<file path="src/ttc_cfg.svh">
// constants for the three channel timer counter: offsets, fields, resets, clock taps
// Notes on behaviour
// - three independent channels, 16-bit counters each
// - three external, five internal clocks, two lines
// - each channel drives its own interrupt line
// - block control sync write zeroes all counters together
// - block mode routes external clocks for chaining
// - trigger edge: none, rising, falling, both
// - disable on B load clears clock enable
// - stop on B load halts counting
// - gating ANDs selected clock with external clock
// - clock invert counts on falling edge
// - select 0-4 internal, 5-7 external clocks
// - status flags at documented bit positions
// - status read clears event flags, pending interrupt
// - trigger edge sets external trigger flag in capture mode
// - load flags set only in capture mode
// - counter equal compare C sets flag
// - clock enabled status mirrors clock enable
// - line mirrors: pin level or driven level
// - enable strobe write one sets mask
// - disable strobe write one clears mask
`ifndef TTC_CFG_SVH
`define TTC_CFG_SVH

// per channel register offsets inside a 0x40 window
`define TTC_OFF_CTRL 6'h00
`define TTC_OFF_MODE 6'h04
`define TTC_OFF_COUNT 6'h10
`define TTC_OFF_CAPA 6'h14
`define TTC_OFF_CAPB 6'h18
`define TTC_OFF_CMPC 6'h1C
`define TTC_OFF_STATUS 6'h20
`define TTC_OFF_IEN 6'h24
`define TTC_OFF_IDIS 6'h28
`define TTC_OFF_IMASK 6'h2C
// global registers
`define TTC_OFF_BCTRL 8'hC0
`define TTC_OFF_BMODE 8'hC4
`define TTC_GLOBAL_WIN 2'h3

// channel and block control bits
`define TTC_CTRL_CLKEN 0
`define TTC_CTRL_CLKDIS 1
`define TTC_CTRL_SWTRG 2
`define TTC_BCTRL_SYNC 0

// mode register fields
`define TTC_MODE_CLKSEL_LSB 0
`define TTC_MODE_CLKINV 3
`define TTC_MODE_GATE_LSB 4
`define TTC_MODE_STOPB 6
`define TTC_MODE_DISB 7
`define TTC_MODE_TRGEDGE_LSB 8
`define TTC_MODE_WAVE 15

// status bits
`define TTC_ST_OVF 0
`define TTC_ST_LOVR 1
`define TTC_ST_CPA 2
`define TTC_ST_CPB 3
`define TTC_ST_CPC 4
`define TTC_ST_LDA 5
`define TTC_ST_LDB 6
`define TTC_ST_ETRG 7
`define TTC_ST_CLOCK_ENABLED_STATUS 16
`define TTC_ST_MIRA 17
`define TTC_ST_MIRB 18

// reset values
`define TTC_RST_MODE 16'h0000
`define TTC_RST_CMP 16'h0000
`define TTC_RST_FLAGS 8'h00
`define TTC_RST_BMODE 6'h00

// prescaler taps giving the five internal clocks
`define TTC_PRESC_W 10
`define TTC_TAP1 0
`define TTC_TAP2 2
`define TTC_TAP3 4
`define TTC_TAP4 6
`define TTC_TAP5 9

`endif

</file>
<file path="src/ttc_pkg.sv">
// types shared by the three channel timer counter
package ttc_pkg;
	typedef logic [15:0] ttc_count_t;
	typedef logic [7:0] ttc_flags_t;
	typedef enum logic [1:0] {
		TTC_EDGE_NONE = 2'h0,
		TTC_EDGE_RISE = 2'h1,
		TTC_EDGE_FALL = 2'h2,
		TTC_EDGE_BOTH = 2'h3
	} ttc_edge_e;
endpackage : ttc_pkg

</file>
<file path="src/ttc_timer.sv">
// three channel timer counter with classic wishbone register access
//
// The Wishbone interface to the registers was left to the implementer.
`timescale 1ns/1ps
`default_nettype none
`include "ttc_cfg.svh"
module ttc_timer
	import ttc_pkg::*;
#(
	parameter int NCH = 3,
	parameter int CW = 16
) (
	// clock and reset
	input wire logic clk,
	input wire logic rst_n,
	// wishbone slave
	input wire logic wb_cyc_i,
	input wire logic wb_stb_i,
	input wire logic wb_we_i,
	input wire logic [7:0] wb_adr_i,
	input wire logic [3:0] wb_sel_i,
	input wire logic [31:0] wb_dat_i,
	output logic [31:0] wb_dat_o,
	output logic wb_ack_o,
	// external clock pins, one per channel
	input wire logic [2:0] extClkPin,
	// multipurpose lines
	input wire logic [2:0] lineAIn,
	output logic [2:0] lineAOut,
	output logic [2:0] lineAOe,
	input wire logic [2:0] lineBIn,
	output logic [2:0] lineBOut,
	output logic [2:0] lineBOe,
	// per channel interrupt lines
	output logic [2:0] irq
);

	logic rstMeta_r;
	logic rstSync_r;
	logic [`TTC_PRESC_W-1:0] presc_r;
	logic [5:0] blockMode_r;
	logic syncTrg;
	logic busReq;
	logic wrStb;
	logic rdStb;
	logic [31:0] rdMux;
	logic [CW-1:0] cnt_r [NCH];
	logic [CW-1:0] capA_r [NCH];
	logic [CW-1:0] capB_r [NCH];
	logic [CW-1:0] cmpC_r [NCH];
	logic [15:0] mode_r [NCH];
	ttc_flags_t flags_r [NCH];
	ttc_flags_t mask_r [NCH];
	logic [NCH-1:0] clkEn_r;
	logic [NCH-1:0] lineAOut_r;
	logic [NCH-1:0] lineBOut_r;

	// word hit on a channel register
	function automatic logic chHit(input logic [7:0] adr, input int ch, input logic [5:0] off);
		chHit = (adr[7:6] == 2'(ch)) && (adr[5:0] == off);
	endfunction : chHit

	// write data masked by byte enables, low half only matters for most registers
	function automatic logic [31:0] selData(input logic [31:0] d, input logic [3:0] s);
		selData = d & {{8{s[3]}}, {8{s[2]}}, {8{s[1]}}, {8{s[0]}}};
	endfunction : selData

	// reset released through two flops, asserted at once
	always_ff @(posedge clk or negedge rst_n) begin
		if (!rst_n) begin
			rstMeta_r <= 1'b0;
			rstSync_r <= 1'b0;
		end else begin
			rstMeta_r <= 1'b1;
			rstSync_r <= rstMeta_r;
		end
	end

	// bus: ack one cycle after request, then drops for a cycle
	assign busReq = wb_cyc_i && wb_stb_i && !wb_ack_o;
	assign wrStb = busReq && wb_we_i;
	assign rdStb = busReq && !wb_we_i;

	always_ff @(posedge clk or negedge rstSync_r) begin
		if (!rstSync_r) begin
			wb_ack_o <= 1'b0;
			wb_dat_o <= 32'h00000000;
		end else begin
			wb_ack_o <= busReq;
			wb_dat_o <= rdStb ? rdMux : 32'h00000000;
		end
	end

	// free running prescaler gives internal clocks one to five
	always_ff @(posedge clk or negedge rstSync_r) begin
		if (!rstSync_r)
			presc_r <= '0;
		else
			presc_r <= presc_r + 1'b1;
	end

	// global registers
	assign syncTrg = wrStb && (wb_adr_i == `TTC_OFF_BCTRL) && wb_sel_i[0]
		&& wb_dat_i[`TTC_BCTRL_SYNC];

	always_ff @(posedge clk or negedge rstSync_r) begin
		if (!rstSync_r)
			blockMode_r <= `TTC_RST_BMODE;
		else if (wrStb && (wb_adr_i == `TTC_OFF_BMODE) && wb_sel_i[0])
			blockMode_r <= wb_dat_i[5:0];
	end

	// read mux, unmapped words read zero
	always_comb begin
		rdMux = 32'h00000000;
		if (wb_adr_i == `TTC_OFF_BMODE)
			rdMux = {26'h0, blockMode_r};
		for (int c = 0; c < NCH; c++) begin
			if (chHit(wb_adr_i, c, `TTC_OFF_MODE))
				rdMux = {16'h0, mode_r[c]};
			if (chHit(wb_adr_i, c, `TTC_OFF_COUNT))
				rdMux = {16'h0, cnt_r[c]};
			if (chHit(wb_adr_i, c, `TTC_OFF_CAPA))
				rdMux = {16'h0, capA_r[c]};
			if (chHit(wb_adr_i, c, `TTC_OFF_CAPB))
				rdMux = {16'h0, capB_r[c]};
			if (chHit(wb_adr_i, c, `TTC_OFF_CMPC))
				rdMux = {16'h0, cmpC_r[c]};
			if (chHit(wb_adr_i, c, `TTC_OFF_IMASK))
				rdMux = {24'h0, mask_r[c]};
			if (chHit(wb_adr_i, c, `TTC_OFF_STATUS)) begin
				rdMux = {24'h0, flags_r[c]};
				rdMux[`TTC_ST_CLOCK_ENABLED_STATUS] = clkEn_r[c];
				// mirror shows driven level in waveform mode, pin level otherwise
				rdMux[`TTC_ST_MIRA] = mode_r[c][`TTC_MODE_WAVE] ? lineAOut_r[c] : lineAIn[c];
				rdMux[`TTC_ST_MIRB] = mode_r[c][`TTC_MODE_WAVE] ? lineBOut_r[c] : lineBIn[c];
			end
		end
	end

	genvar n;
	generate
		for (n = 0; n < NCH; n++) begin : gCh
			logic [2:0] clkSel;
			logic [1:0] gateSel;
			ttc_edge_e trgSel;
			logic wave;
			logic [2:0] extClk;
			logic selLvl;
			logic gateLvl;
			logic cntLvl;
			logic cntLvlPrev_r;
			logic tick;
			logic step;
			logic stopped_r;
			logic armB_r;
			logic lineAPrev_r;
			logic lineBPrev_r;
			logic trgEdge;
			logic ldA;
			logic ldB;
			logic restart;
			logic atC;
			logic cpA;
			logic cpB;
			logic cpC;
			logic rdClr;
			logic ctrlWr;
			ttc_flags_t setv;

			assign clkSel = mode_r[n][`TTC_MODE_CLKSEL_LSB +: 3];
			assign gateSel = mode_r[n][`TTC_MODE_GATE_LSB +: 2];
			assign trgSel = ttc_edge_e'(mode_r[n][`TTC_MODE_TRGEDGE_LSB +: 2]);
			assign wave = mode_r[n][`TTC_MODE_WAVE];

			// each external clock: own pin, off, or line A of another channel
			for (genvar k = 0; k < 3; k++) begin : gExt
				always_comb begin
					unique case (blockMode_r[2*k +: 2])
						2'h0: extClk[k] = extClkPin[k];
						2'h1: extClk[k] = 1'b0;
						2'h2: extClk[k] = lineAOut_r[(k + 1) % NCH];
						default: extClk[k] = lineAOut_r[(k + 2) % NCH];
					endcase
				end
			end

			always_comb begin
				unique case (clkSel)
					3'h0: selLvl = presc_r[`TTC_TAP1];
					3'h1: selLvl = presc_r[`TTC_TAP2];
					3'h2: selLvl = presc_r[`TTC_TAP3];
					3'h3: selLvl = presc_r[`TTC_TAP4];
					3'h4: selLvl = presc_r[`TTC_TAP5];
					3'h5: selLvl = extClk[0];
					3'h6: selLvl = extClk[1];
					default: selLvl = extClk[2];
				endcase
			end

			always_comb begin
				unique case (gateSel)
					2'h0: gateLvl = selLvl;
					2'h1: gateLvl = selLvl & extClk[0];
					2'h2: gateLvl = selLvl & extClk[1];
					default: gateLvl = selLvl & extClk[2];
				endcase
			end

			// inverting the level turns a falling edge into the counted rising edge
			assign cntLvl = gateLvl ^ mode_r[n][`TTC_MODE_CLKINV];
			assign tick = cntLvl && !cntLvlPrev_r;
			assign step = tick && clkEn_r[n] && !stopped_r;

			// external trigger on line B, capture mode only
			always_comb begin
				unique case (trgSel)
					TTC_EDGE_NONE: trgEdge = 1'b0;
					TTC_EDGE_RISE: trgEdge = lineBIn[n] && !lineBPrev_r;
					TTC_EDGE_FALL: trgEdge = !lineBIn[n] && lineBPrev_r;
					TTC_EDGE_BOTH: trgEdge = lineBIn[n] != lineBPrev_r;
				endcase
				trgEdge = trgEdge && !wave;
			end

			// capture A on line A rise, B on the following fall
			assign ldA = !wave && lineAIn[n] && !lineAPrev_r;
			assign ldB = !wave && !lineAIn[n] && lineAPrev_r && armB_r;

			assign atC = cnt_r[n] == cmpC_r[n];
			assign cpA = wave && step && (cnt_r[n] == capA_r[n]);
			assign cpB = wave && step && (cnt_r[n] == capB_r[n]);
			assign cpC = step && atC;
			assign ctrlWr = wrStb && chHit(wb_adr_i, n, `TTC_OFF_CTRL) && wb_sel_i[0];
			assign restart = syncTrg || trgEdge || (ctrlWr && wb_dat_i[`TTC_CTRL_SWTRG])
				|| (wave && cpC);
			assign rdClr = rdStb && chHit(wb_adr_i, n, `TTC_OFF_STATUS);

			always_comb begin
				setv = '0;
				setv[`TTC_ST_OVF] = step && (&cnt_r[n]) && !restart;
				setv[`TTC_ST_LOVR] = (ldA && flags_r[n][`TTC_ST_LDA]) || (ldB && flags_r[n][`TTC_ST_LDB]);
				setv[`TTC_ST_CPA] = cpA;
				setv[`TTC_ST_CPB] = cpB;
				setv[`TTC_ST_CPC] = cpC;
				setv[`TTC_ST_LDA] = ldA;
				setv[`TTC_ST_LDB] = ldB;
				setv[`TTC_ST_ETRG] = trgEdge;
			end

			always_ff @(posedge clk or negedge rstSync_r) begin
				if (!rstSync_r) begin
					cntLvlPrev_r <= 1'b0;
					lineAPrev_r <= 1'b0;
					lineBPrev_r <= 1'b0;
				end else begin
					cntLvlPrev_r <= cntLvl;
					lineAPrev_r <= lineAIn[n];
					lineBPrev_r <= lineBIn[n];
				end
			end

			// counter wraps naturally at full scale
			always_ff @(posedge clk or negedge rstSync_r) begin
				if (!rstSync_r)
					cnt_r[n] <= '0;
				else if (restart)
					cnt_r[n] <= '0;
				else if (step)
					cnt_r[n] <= cnt_r[n] + 1'b1;
			end

			// clock enable and stop state
			always_ff @(posedge clk or negedge rstSync_r) begin
				if (!rstSync_r) begin
					clkEn_r[n] <= 1'b0;
					stopped_r <= 1'b0;
				end else begin
					if (ctrlWr && wb_dat_i[`TTC_CTRL_CLKDIS])
						clkEn_r[n] <= 1'b0;
					else if (ldB && mode_r[n][`TTC_MODE_DISB])
						clkEn_r[n] <= 1'b0;
					else if (ctrlWr && wb_dat_i[`TTC_CTRL_CLKEN])
						clkEn_r[n] <= 1'b1;
					// a stopped counter resumes only on a trigger
					if (ldB && mode_r[n][`TTC_MODE_STOPB])
						stopped_r <= 1'b1;
					else if (restart)
						stopped_r <= 1'b0;
				end
			end

			// capture registers, writable in waveform mode as compare values
			always_ff @(posedge clk or negedge rstSync_r) begin
				if (!rstSync_r) begin
					capA_r[n] <= `TTC_RST_CMP;
					capB_r[n] <= `TTC_RST_CMP;
					armB_r <= 1'b0;
				end else begin
					if (ldA)
						capA_r[n] <= cnt_r[n];
					else if (wave && wrStb && chHit(wb_adr_i, n, `TTC_OFF_CAPA))
						capA_r[n] <= CW'(selData(wb_dat_i, wb_sel_i));
					if (ldB)
						capB_r[n] <= cnt_r[n];
					else if (wave && wrStb && chHit(wb_adr_i, n, `TTC_OFF_CAPB))
						capB_r[n] <= CW'(selData(wb_dat_i, wb_sel_i));
					if (ldA)
						armB_r <= 1'b1;
					else if (ldB || restart)
						armB_r <= 1'b0;
				end
			end

			// mode and compare C
			always_ff @(posedge clk or negedge rstSync_r) begin
				if (!rstSync_r) begin
					mode_r[n] <= `TTC_RST_MODE;
					cmpC_r[n] <= `TTC_RST_CMP;
				end else begin
					if (wrStb && chHit(wb_adr_i, n, `TTC_OFF_MODE))
						mode_r[n] <= 16'(selData(wb_dat_i, wb_sel_i));
					if (wrStb && chHit(wb_adr_i, n, `TTC_OFF_CMPC))
						cmpC_r[n] <= CW'(selData(wb_dat_i, wb_sel_i));
				end
			end

			// status flags: an event in the reading cycle survives the clear
			always_ff @(posedge clk or negedge rstSync_r) begin
				if (!rstSync_r)
					flags_r[n] <= `TTC_RST_FLAGS;
				else
					flags_r[n] <= (rdClr ? 8'h00 : flags_r[n]) | setv;
			end

			// interrupt mask via write-one strobes
			always_ff @(posedge clk or negedge rstSync_r) begin
				if (!rstSync_r)
					mask_r[n] <= 8'h00;
				else if (wrStb && wb_sel_i[0] && chHit(wb_adr_i, n, `TTC_OFF_IEN))
					mask_r[n] <= mask_r[n] | wb_dat_i[7:0];
				else if (wrStb && wb_sel_i[0] && chHit(wb_adr_i, n, `TTC_OFF_IDIS))
					mask_r[n] <= mask_r[n] & ~wb_dat_i[7:0];
			end

			// interrupt follows flags one cycle late so the output is a flop
			always_ff @(posedge clk or negedge rstSync_r) begin
				if (!rstSync_r)
					irq[n] <= 1'b0;
				else
					irq[n] <= |(flags_r[n] & mask_r[n]);
			end

			// waveform: set at compare A or B, cleared at compare C
			always_ff @(posedge clk or negedge rstSync_r) begin
				if (!rstSync_r) begin
					lineAOut_r[n] <= 1'b0;
					lineBOut_r[n] <= 1'b0;
					lineAOe[n] <= 1'b0;
					lineBOe[n] <= 1'b0;
				end else begin
					lineAOe[n] <= wave;
					lineBOe[n] <= wave;
					if (!wave || cpC)
						lineAOut_r[n] <= 1'b0;
					else if (cpA)
						lineAOut_r[n] <= 1'b1;
					if (!wave || cpC)
						lineBOut_r[n] <= 1'b0;
					else if (cpB)
						lineBOut_r[n] <= 1'b1;
				end
			end
		end
	endgenerate

	assign lineAOut = lineAOut_r;
	assign lineBOut = lineBOut_r;

endmodule : ttc_timer
`default_nettype wire

</file>
<file path="config.mk">
export PLATFORM = sky130hd
export DESIGN_NAME = ttc_timer
export DESIGN_NICKNAME = d
export VERILOG_FILES = /design/src/ttc_pkg.sv /design/src/ttc_timer.sv
export VERILOG_INCLUDE_DIRS = /design/src
export SDC_FILE = /design/constraint.sdc
export NUM_CORES = 1
export LEC_CHECK = 0
export BUFFER_PORTS_ARGS = -buffer_cell sky130_fd_sc_hd__buf_2
export CAP_MARGIN = 20
export CORE_MARGIN = 2
export CORE_UTILIZATION = 30
export CTS_CLUSTER_DIAMETER = 30
export DETAILED_ROUTE_END_ITERATION = 10
export PLACE_DENSITY = 0.45
export SKIP_CTS_REPAIR_TIMING = 1
export SYNTH_ARGS = -nofsm -noshare
export SYNTH_HDL_FRONTEND = slang
export SYNTH_SLANG_ARGS = --single-unit
</file>
<file path="constraint.sdc">
create_clock -name clk -period 10.6 [get_ports clk]
set_input_delay 0.53 -clock clk [delete_from_list [all_inputs] [get_ports clk]]
set_output_delay 0.53 -clock clk [all_outputs]
set_load 0.05 [all_outputs]
</file>
==> tab_implementation.tex, run 1 <==
\begin{tabular}{lr}
\hline
Metric & Value \\
\hline
\multicolumn{2}{l}{\textbf{GRT}} \\
Pin count of the biggest net entering global routing & 154 \\
Overall Global Routing Usage & 23.7\% \\
Grt total ovfl & 0 \\
Number of global-route vias before repair & 18,080 \\
Global-route wire length before repair & 123,000 um \\
Antenna violations before repair & 2 \\
\multicolumn{2}{l}{\textbf{Layout}} \\
Util after Layout & 37.5\% \\
Area growth from synthesis to final layout & 23.5\% \\
Fill cells & 6,633 \\
Ratio of cells with drive above 1 in the final layout & 14.4\% \\
NumNets Final & 2,403 \\
\multicolumn{2}{l}{\textbf{STA}} \\
Worst Clk Skew & 0.0282 ns \\
Number of max-slew violations in the final report & 0 \\
Timing-limited maximum frequency & 0.254 GHz \\
Minimum clock period after layout & 3.94 ns \\
Final setup TNS & 0 ns \\
Final Hold Vio Count & 0 \\
Hold slack final & 0.0286 ns \\
Final setup fails & 0 \\
Worst rel slew slack & 25.4\% \\
Setup repair after global routing missed its margin & false \\
Actual slew at the worst max-slew pin & 1.12 ns \\
Fraction of the cycle the final worst path needs & 37.2\% \\
\multicolumn{2}{l}{\textbf{Setup path}} \\
Nature of the critical path startpoint & flop \\
WP data arrival & 4.45 ns \\
Crit path from & lineAOut[1] \\
Required time of the critical path & 11.10 ns \\
FF-to-FF Start & lineAOut[1] \\
CP Class & flop to flop \\
Critical-path maximum fanout & 19 \\
Kind of capture point of the worst setup path & flop \\
\multicolumn{2}{l}{\textbf{Yosys}} \\
FF+latch count, synth & 356 \\
Count of mapped cells out of synthesis & 2,303 \\
Async set-reset flop share out of synthesis & 100\% \\
Count leader, synth & dfrtp\_1 \\
Area leader, netlist & dfrtp\_1 \\
Sequential element share of the synthesized area & 44.5\% \\
Average instance area after synthesis & 8.70 um2 \\
Post-synth design cell area & 0.0200 mm2 \\
Most frequent cells after synthesis & dfrtp\_1, nor2\_1, nand2\_1 \\
Main synth FF type & dfrtp\_1 \\
Portion of synthesized cell area occupied by the leading cell type & 44.5\% \\
Top cells by area, synth & dfrtp\_1, a21oi\_1, xnor2\_1 \\
Number of distinct standard cells referenced by the synthesized netlist & 84 \\
Number of flops mapped to enable cells by yosys & 0 \\
Total of warnings raised by yosys & 0 \\
\multicolumn{2}{l}{\textbf{Power}} \\
Cell area power density & 207 mW/mm2 \\
Static leakage power & 0.0103 uW \\
Worst-case vdd ir drop & 0.000113 V \\
Total power & 5120 uW \\
\multicolumn{2}{l}{\textbf{Die}} \\
Total core area & 0.0660 mm2 \\
Y dimension of the die & 262 um \\
Std cell rows & 94 \\
I/O pin count & 106 \\
Full die area & 0.0689 mm2 \\
Die span in x & 262 um \\
Starting Density & 30.4\% \\
\multicolumn{2}{l}{\textbf{Drt}} \\
Post-detailed-route count of antenna-violating nets & 0 \\
Via density & 5.63 \\
WL final & 82,600 um \\
Drt initial violations & 2,216 \\
Final routed wire length divided by cell count & 25.2 um \\
Remaining design rule violation count & 0 \\
Router iterations before antenna repair & 6 \\
Count of vias placed by the detailed router & 18,478 \\
\multicolumn{2}{l}{\textbf{Min path}} \\
Worst Hold Class & input pin to flop \\
Hold wc startpoint & lineBIn[2] \\
\multicolumn{2}{l}{\textbf{Clock network}} \\
Later-pin clock latency in the skew report & 0.67 ns \\
CTS sink cnt & 356 \\
Clock transition at path regs & 0.04 ns \\
Clock tree from TritonCTS & built \\
Maximum clock insertion buffer count & 3 \\
Number of buffers inserted during clock tree synthesis & 104 \\
Clock root buffer & clkbuf\_16 \\
H-tree depth & 3 \\
\multicolumn{2}{l}{\textbf{Placement}} \\
Port Buffer Count & 74 \\
Final GP Congestion & 0.957 \\
Placed wire-length estimate & 58,500 um \\
\multicolumn{2}{l}{\textbf{Run status}} \\
Run status & finished, final reports clean \\
\multicolumn{2}{l}{\textbf{Job}} \\
Max-cap violations & 0 \\
\hline
\end{tabular}
power breakdown:
part / internal, uW / switching [uW] / total [uW]
Combinational: 127 / 233 / 360
Clock: 2230 / 977 / 3210
Sequential: 1450 / 101 / 1550
flip-flops by register name, indices dropped and copies added, names as in the netlist, 9 cells and up, named ones only:
name        flops
capA_r         48
cnt_r          48
mode_r         24
presc_r        10
flags_r        24
wb_dat_o       19
gCh.clkSel      9
capB_r         48
cmpC_r         48
routing by layer:
layer | share of wire (%) | routed length [um] | up-vias | global-route usage, %
met1 | 46 | 37700 | 9249 | 34.0
met3 | 7.9 | 6530 | 154 | 4.48
li1 | - | - | 8260 | -
met2 | 43 | 35900 | 815 | 35.4
met4 | 3.1 | 2530 | 0 | 8.81
met5 | 0 | 0 | - | 0
final cells by class:
cell class | instances | area (um2) | area share, %
flip-flops and latches | 356 | 8910 | 36.0
clock inverters | 65 | 820 | 3.31
diodes | 1 | 2.50 | 0.0101
inverters | 44 | 165 | 0.668
well taps | 864 | 1080 | 4.37
repair buffers | 111 | 703 | 2.84
clock buffers | 130 | 2820 | 11.4
multi-input cells | 1709 | 10200 | 41.4
worst paths after layout:
path | cells after the start | to | slack (ns)
worst max-delay path | 8 | gCh[0].stopped_r | 6.66
worst min-delay path | 1 | gCh[2].lineBPrev_r | 0.03
worst max register to register | 8 | gCh[0].stopped_r | 6.66
worst min register to register | 0 | rstSync_r | 0.35
max in group asynchronous | 1 | asynchronous set/reset pin | 8.66
min in group asynchronous | 2 | rstSync_r | 0.20
cells in the final DEF (no fill, tap or decap), types with 11 or more instances in the layout:
cell | Yosys | routed
o21ai_0 | 165 | 165
a22oi_1 | 39 | 39
a221oi_1 | 26 | 26
a211oi_1 | 16 | 15
nor4_1 | 28 | 28
xor2_1 | 53 | 53
conb_1 | 2 | 14
a222oi_1 | 12 | 12
nand3_1 | 45 | 45
or3_1 | 13 | 13
and3_1 | 19 | 19
o31ai_1 | 13 | 13
a21oi_1 | 258 | 258
bufinv_16 | 0 | 15
nand4_1 | 40 | 40
clkbuf_16 | 0 | 104
dfrtp_1 | 356 | 355
clkinv_2 | 0 | 34
buf_2 | 6 | 74
buf_4 | 17 | 33
a22o_1 | 32 | 32
mux2_2 | 11 | 11
xnor2_1 | 128 | 128
clkbuf_8 | 0 | 12
ha_1 | 19 | 19
nand2_1 | 261 | 261
nor3_1 | 19 | 18
o22ai_1 | 28 | 28
mux2i_1 | 16 | 16
clkbuf_1 | 176 | 14
nor2_1 | 269 | 269
inv_1 | 43 | 43
per-stage QoR:
| step | instances | area [um2] | setup slack (ns) |
|---|---|---|---|
| after floorplan | 2315 | 20100 | 4.78 |
| after global placement | 3081 | 21000 | 6.34 |
| after detailed placement | 3081 | 21000 | 6.38 |
| after CTS | 3276 | 24700 | 6.79 |
| after global routing | 3280 | 24700 | 6.36 |
| final | 3280 | 24700 | 6.66 |
critical path: stages, from the launching register on:
cell and delay (ns):
dfrtp_1 0.67, mux2i_1 0.20, o21ai_0 0.68, a221oi_1 0.32
a311oi_1 0.32, xor2_1 0.38, nand3_1 0.23, o21bai_2 0.80
o21ai_0 0.16
kinds of logic (layout without fill, tap and decap cells):
group | Yosys count | count (layout) | synth area share (%)
multiplexers | 32 | 32 | 1.94
other | 2 | 15 | 0.0375
buffers and inverters | 250 | 350 | 5.12
AND/OR/NAND/NOR | 760 | 760 | 17.2
AO/OA/AOI/OAI | 702 | 702 | 22.1
XOR/XNOR | 182 | 182 | 8.00
adder cells (fa/ha/maj) | 19 | 19 | 1.19
flip-flops | 356 | 356 | 44.5
Power figures use the tool's default switching activity.
==> run 2: changes to the inputs <==
--- a/config.mk
+++ b/config.mk
@@ -12,7 +12,7 @@
 export CORE_UTILIZATION = 30
 export CTS_CLUSTER_DIAMETER = 30
 export DETAILED_ROUTE_END_ITERATION = 10
-export PLACE_DENSITY = 0.45
+export PLACE_DENSITY = 0.43
 export SKIP_CTS_REPAIR_TIMING = 1
 export SYNTH_ARGS = -nofsm -noshare
 export SYNTH_HDL_FRONTEND = slang
==> constraint.sdc (replaced) <==
create_clock -name clk -period 4.1 [get_ports clk]
set_input_delay 0.205 -clock clk [delete_from_list [all_inputs] [get_ports clk]]
set_output_delay 0.205 -clock clk [all_outputs]
set_load 0.05 [all_outputs]
==> run 2 against run 1 <==
Compared with the run above: the flow now finishes with violations (hold timing); sequential power grew to 2.6 times the previous value; routed wire length up 5.0%; clock skew is 0.0021 ns higher; register-to-register slack got worse by 6.1 ns; power rose to 2.7 times the previous value; critical path type unchanged; sequential share of layout area is 1.2 points lower; via count up 0.26%; non-clock buffer count increased by 62; final cell count grew 2.0%; combinational power increased to 2.7 times the previous value; critical endpoint is now flags_r[8]; clock-buffer cell count rose by 6.
==> tab_implementation.tex, run 2 (synthesis gave the netlist of run 1 again) <==
\begin{tabular}{lr}
\hline
Metric & Value \\
\hline
\multicolumn{2}{l}{\textbf{Run status}} \\
Run status & complete, but fails checks \\
Violations in the final reports & hold timing \\
\multicolumn{2}{l}{\textbf{GRT}} \\
Overall Global Routing Usage & 25.0\% (+1.3 points) \\
Antenna violations before repair & 3 (+1) \\
Pin count of the biggest net entering global routing & 149 (-3.2\%) \\
Grt total ovfl & 0 (unchanged) \\
Global-route wire length before repair & 128,000 um (+4.4\%) \\
Number of global-route vias before repair & 18,443 (+2.0\%) \\
\multicolumn{2}{l}{\textbf{Die}} \\
Full die area & 0.0689 mm2 (unchanged) \\
I/O pin count & 106 (unchanged) \\
Die span in x & 262 um (unchanged) \\
Starting Density & 30.4\% (unchanged) \\
Y dimension of the die & 262 um (unchanged) \\
Std cell rows & 94 (unchanged) \\
Total core area & 0.0660 mm2 (unchanged) \\
\multicolumn{2}{l}{\textbf{Placement}} \\
Final GP Congestion & 0.942 (-1.6\%) \\
Port Buffer Count & 74 (unchanged) \\
Placed wire-length estimate & 61,900 um (+5.9\%) \\
\multicolumn{2}{l}{\textbf{STA}} \\
Final setup TNS & 0 ns (unchanged) \\
Final setup fails & 0 (unchanged) \\
Worst rel slew slack & 29.7\% (+4.3 points) \\
Fraction of the cycle the final worst path needs & 86.0\% (+49 points) \\
Number of max-slew violations in the final report & 0 (unchanged) \\
Timing-limited maximum frequency & 0.284 GHz (+12\%) \\
Worst Clk Skew & 0.0302 ns (+0.00206 ns) \\
Actual slew at the worst max-slew pin & 1.05 ns (-0.0635 ns) \\
Hold slack final & -0.0104 ns (-0.0389 ns) \\
Final Hold Vio Count & 2 (+2) \\
Setup repair after global routing missed its margin & false \\
Minimum clock period after layout & 3.53 ns (-0.419 ns) \\
\multicolumn{2}{l}{\textbf{Power}} \\
Worst-case vdd ir drop & 0.000312 V (+180\%) \\
Cell area power density & 546 mW/mm2 (+160\%) \\
Combinational group share of total power & 7.1\% (about the same) \\
Switching power of the nets & 3430 uW (+160\%) \\
Static leakage power & 0.0108 uW (+4.2\%) \\
Sw frac & 24.6\% (-1.1 points) \\
Power share of the sequential group & 28.5\% (-1.7 points) \\
Internal power component & 10,500 uW (+180\%) \\
Portion of total power attributed to the clock network & 64.4\% (+1.7 points) \\
\multicolumn{2}{l}{\textbf{Drt}} \\
Post-detailed-route count of antenna-violating nets & 0 (unchanged) \\
Final routed wire length divided by cell count & 26.0 um (+3.0\%) \\
Count of vias placed by the detailed router & 18,526 (+0.26\%) \\
Router iterations before antenna repair & 6 (unchanged) \\
Via density & 5.54 (-1.7\%) \\
WL final & 86,800 um (+5.0\%) \\
Drt initial violations & 1,969 (-11\%) \\
Remaining design rule violation count & 0 (unchanged) \\
\multicolumn{2}{l}{\textbf{Setup path}} \\
Required time of the critical path & 4.64 ns (-6.46 ns) \\
Critical-path maximum fanout & 24 (+5) \\
CP Class & flop to flop \\
WP data arrival & 4.06 ns (-0.39 ns) \\
Kind of capture point of the worst setup path & flop \\
Nature of the critical path startpoint & flop \\
\multicolumn{2}{l}{\textbf{Min path}} \\
Worst Hold Class & input pin to flop \\
\multicolumn{2}{l}{\textbf{Clock network}} \\
Later-pin clock latency in the skew report & 0.66 ns (about the same) \\
Clock tree from TritonCTS & built \\
Number of buffers inserted during clock tree synthesis & 107 (+2.9\%) \\
CTS sink cnt & 356 (unchanged) \\
Clock root buffer & clkbuf\_16 \\
Clock transition at path regs & 0.05 ns (about the same) \\
H-tree depth & 3 (unchanged) \\
Maximum clock insertion buffer count & 3 (unchanged) \\
\multicolumn{2}{l}{\textbf{Layout}} \\
Most frequent cells in the layout & dfrtp\_1, nor2\_1, nand2\_1, a21oi\_1, o21ai\_0 \\
Area growth from synthesis to final layout & 27.6\% \\
Ratio of cells with drive above 1 in the final layout & 16.1\% (+1.7 points) \\
Util after Layout & 38.7\% (+1.3 points) \\
NumNets Final & 2,468 (+2.7\%) \\
Most common cell after layout, fill and taps aside & dfrtp\_1 \\
\multicolumn{2}{l}{\textbf{Job}} \\
Max-cap violations & 0 (unchanged) \\
\hline
\end{tabular}
## run 2: power by group through the flow
stage / combinational (uW) / sequential (uW) / clock, uW
after global placement: 949 / 4030 / 0
after global routing: 1090 / 4010 / 9310
final: 985 / 3990 / 8990
after CTS: 970 / 3980 / 9090
after detailed placement: 965 / 4030 / 0
after floorplan: 616 / 3990 / 0
## run 2: final cells by class
cell class | count | area (um2)
fillers | 6681 | 40400
multi-input cells | 1709 | 10200
flip-flops and latches | 356 | 8910
clock buffers | 136 | 2980
repair buffers | 173 | 1240
well taps | 864 | 1080
clock inverters | 61 | 960
inverters | 44 | 165
diodes | 1 | 2.50
## run 2: worst max-delay path, cell delays in order, from the launching register on
cell,delay [ns]
dfrtp_1,0.61
mux2i_1,0.19
o21a_1,0.24
mux4_2,0.47
a2111o_1,0.58
mux2_4,0.49
o31ai_4,0.44
buf_4,0.28
o21ai_1,0.09
## run 2: worst paths after layout
check | start | to | slack, ns | cells past startpoint
setup / recovery | lineAOut[1] | flags_r[8] | 0.57 | 8
hold / removal | wb_dat_i[0] | flop | -0.01 | 3
setup reg to reg | lineAOut[1] | flags_r[8] | 0.57 | 8
hold reg to reg | rstSync_r | cmpC_r[47] | 0.20 | 0
max in group asynchronous | rstSync_r | flags_r[6] | 2.70 | 1
min in group asynchronous | rstSync_r | cmpC_r[47] | 0.20 | 0
## run 2: through the flow
step / worst slack (ns) / total power (uW) / cells / instance area [um2] / hold slack (ns)
after floorplan: 0.586 / 4610 / 2315 / 20100 / -0.0906
after global placement: 0.674 / 4970 / 3126 / 21400 / -0.00657
after detailed placement: 0.625 / 5000 / 3126 / 21400 / -0.00539
after CTS: 0.615 / 14000 / 3323 / 25300 / -0.690
after global routing: 0.450 / 14400 / 3343 / 25600 / 0.0163
final: 0.574 / 14000 / 3344 / 25600 / -0.0104
## run 2: per-layer routing
metal  wire length [um]  vias to the layer above  track usage, %
li1                   -                     8366               -
met2              37800                      737            37.8
met4               2310                        0            7.69
met3               6720                      153            5.72
met1              40000                     9270            35.3
met5                  0                        -               0
==> run 3: changes to the inputs <==
==> constraint.sdc (replaced) <==
create_clock -name clk -period 4.3 [get_ports clk]
set_input_delay 0.215 -clock clk [delete_from_list [all_inputs] [get_ports clk]]
set_output_delay 0.215 -clock clk [all_outputs]
set_load 0.05 [all_outputs]
==> run 3 against run 2 <==
Compared with the run above: the flow still finishes with violations (hold timing); register-to-register slack gained 0.04 ns; non-clock buffer count shrank 19; critical path type unchanged; first-iteration DRC count shrank 4.7%; final cell count shrank 0.54%; setup slack gained 0.043 ns; maximum frequency shrank 4.3%; global-route usage is essentially flat; highest routed layer is now met5; clock power shrank 13%.
==> tab_implementation.tex, run 3 (synthesis gave the netlist of run 1 again) <==
\begin{tabular}{lr}
\hline
Metric & Value \\
\hline
\multicolumn{2}{l}{\textbf{Setup path}} \\
Critical-path maximum fanout & 24 (unchanged) \\
Required time of the critical path & 4.80 ns (+0.16 ns) \\
FF-to-FF Start & blockMode\_r[3] \\
Crit Reg-Reg Endpoint & gCh[1].armB\_r \\
CP Class & flop to flop \\
Nature of the critical path startpoint & flop \\
WP data arrival & 4.18 ns (+0.12 ns) \\
Kind of capture point of the worst setup path & flop \\
FF-to-FF path depth & 7 (-1) \\
Internal reg-to-reg setup slack & 0.62 ns (+0.04 ns) \\
\multicolumn{2}{l}{\textbf{Layout}} \\
Most common cell after layout, fill and taps aside & dfrtp\_1 \\
Most frequent cells in the layout & dfrtp\_1, nor2\_1, nand2\_1, a21oi\_1, o21ai\_0 \\
Area growth from synthesis to final layout & 25.1\% \\
NumNets Final & 2,449 (-0.77\%) \\
Ratio of cells with drive above 1 in the final layout & 15.1\% (-0.94 points) \\
\multicolumn{2}{l}{\textbf{Placement}} \\
Placed wire-length estimate & 62,200 um (+0.44\%) \\
Place WS & 0.699 ns (+0.0744 ns) \\
Port Buffer Count & 74 (unchanged) \\
Final GP Congestion & 0.973 (+3.3\%) \\
\multicolumn{2}{l}{\textbf{Die}} \\
Die span in x & 262 um (unchanged) \\
Std cell rows & 94 (unchanged) \\
Full die area & 0.0689 mm2 (unchanged) \\
I/O pin count & 106 (unchanged) \\
Y dimension of the die & 262 um (unchanged) \\
Total core area & 0.0660 mm2 (unchanged) \\
Starting Density & 30.4\% (unchanged) \\
\multicolumn{2}{l}{\textbf{Clock network}} \\
Clock tree from TritonCTS & built \\
H-tree depth & 3 (unchanged) \\
Later-pin clock latency in the skew report & 0.66 ns (about the same) \\
Number of buffers inserted during clock tree synthesis & 107 (unchanged) \\
Clock root buffer & clkbuf\_16 \\
Maximum clock insertion buffer count & 3 (unchanged) \\
CTS sink cnt & 356 (unchanged) \\
Clock transition at path regs & 0.05 ns (about the same) \\
\multicolumn{2}{l}{\textbf{STA}} \\
Number of max-slew violations in the final report & 0 (unchanged) \\
Fraction of the cycle the final worst path needs & 85.7\% (-0.34 points) \\
Final setup margin & 0.617 ns (+0.0427 ns) \\
Setup repair after global routing missed its margin & false \\
Final setup TNS & 0 ns (unchanged) \\
Timing-limited maximum frequency & 0.272 GHz (-4.3\%) \\
Actual slew at the worst max-slew pin & 1.10 ns (+0.0430 ns) \\
Final setup fails & 0 (unchanged) \\
Worst rel slew slack & 26.7\% (-3.0 points) \\
Minimum clock period after layout & 3.68 ns (+0.157 ns) \\
Final Hold Vio Count & 4 (+2) \\
Hold slack final & -0.0162 ns (-0.00577 ns) \\
Worst Clk Skew & 0.0252 ns (-0.00506 ns) \\
\multicolumn{2}{l}{\textbf{Drt}} \\
Post-detailed-route count of antenna-violating nets & 0 (unchanged) \\
Drt initial violations & 1,877 (-4.7\%) \\
Router iterations before antenna repair & 8 (+2) \\
Via density & 5.59 (+0.88\%) \\
WL final & 86,800 um (about the same) \\
Count of vias placed by the detailed router & 18,589 (+0.34\%) \\
Final routed wire length divided by cell count & 26.1 um (+0.57\%) \\
Remaining design rule violation count & 0 (unchanged) \\
\multicolumn{2}{l}{\textbf{Run status}} \\
Violations in the final reports & hold timing \\
Run status & complete, but fails checks \\
\multicolumn{2}{l}{\textbf{GRT}} \\
Number of global-route vias before repair & 18,295 (-0.80\%) \\
Grt total ovfl & 0 (unchanged) \\
Pin count of the biggest net entering global routing & 116 (-22\%) \\
Overall Global Routing Usage & 25.0\% (+0.030 points) \\
Global-route wire length before repair & 128,000 um (about the same) \\
Antenna violations before repair & 2 (-1) \\
\multicolumn{2}{l}{\textbf{Min path}} \\
Number of cells on the worst hold path & 3 (unchanged) \\
Hold wc startpoint & wb\_dat\_i[5] \\
Worst Hold Class & input pin to flop \\
\multicolumn{2}{l}{\textbf{Power}} \\
Static leakage power & 0.0105 uW (-2.2\%) \\
Cell area power density & 500 mW/mm2 (-8.5\%) \\
Worst-case vdd ir drop & 0.000323 V (+3.3\%) \\
\multicolumn{2}{l}{\textbf{Job}} \\
Max-cap violations & 0 (unchanged) \\
\hline
\end{tabular}
-- run 3: cell types whose count changed in the layout (fill, tap and decap cells not counted) --
| cell | before | now |
|---|---|---|
| inv_6 | 3 | 1 |
| clkinv_8 | 0 | 4 |
| clkbuf_1 | 10 | 23 |
| buf_16 | 2 | 1 |
| clkinv_16 | 2 | 0 |
| bufinv_16 | 22 | 9 |
| clkbuf_8 | 19 | 22 |
| buf_4 | 76 | 63 |
| inv_16 | 1 | 2 |
| dlygate4sd3_1 | 18 | 13 |
| clkinvlp_4 | 11 | 6 |
| clkinv_2 | 22 | 24 |
-- run 3: where the power goes --
part | internal, uW | leakage, uW | switching [uW] | total, uW
Sequential | 3560 | 0.00465 | 242 | 3810
Clock | 5430 | 0.00178 | 2370 | 7800
Combinational | 326 | 0.00412 | 600 | 926
-- run 3: metrics by stage --
stage	hold WS [ns]	instance area [um2]	power (uW)	cells	util, %
6_report	-0.0162	25100	12500	3326	38.0
5_1_grt	0.00149	25100	12900	3325	38.0
4_1_cts	-0.674	24900	12600	3311	37.7
3_5_place_dp	0.00315	21300	4760	3113	32.3
3_3_place_gp	-0.000172	21300	4740	3113	32.3
2_1_floorplan	-0.0806	20100	4390	2315	-
-- run 3: routing by layer --
layer / global-route usage [%] / share of wire [%] / up-vias
li1: - / - / 8369
met1: 36.0 / 46 / 9279
met2: 37.4 / 44 / 802
met3: 4.89 / 7.9 / 137
met4: 8.40 / 2.7 / 2
met5: 0 / 0.014 / -
-- run 3: critical path, stage by stage, from the launching register on --
cell and delay [ns]:
dfrtp_1 0.44, nor3b_1 0.48, a21oi_1 0.17, mux4_2 0.49, a2111o_1 0.58, mux2_4 0.49, o31ai_4 0.73, o21bai_1 0.16
-- run 3: final cells by class --
cell class | instances | area (um2)
Fill cell | 6700 | 40900
Multi-Input combinational cell | 1709 | 10200
Sequential cell | 356 | 8910
Clock buffer | 152 | 3070
Tap cell | 864 | 1080
Timing Repair Buffer | 154 | 1060
Clock inverter | 46 | 549
Inverter | 44 | 165
Antenna cell | 1 | 2.50
-- run 3: how the worst max path moves through the flow --
stage	start	end	slack, ns	cells past startpoint
floorplan	rstSync_r	asynchronous set/reset pin	0.79	0
global placement	lineAOut[1]	gCh[1].armB_r	0.68	7
detailed placement	blockMode_r[3]	gCh[1].armB_r	0.70	7
CTS	blockMode_r[3]	gCh[1].armB_r	0.68	7
global route	blockMode_r[3]	gCh[1].armB_r	0.47	7
finish	blockMode_r[3]	gCh[1].armB_r	0.62	7
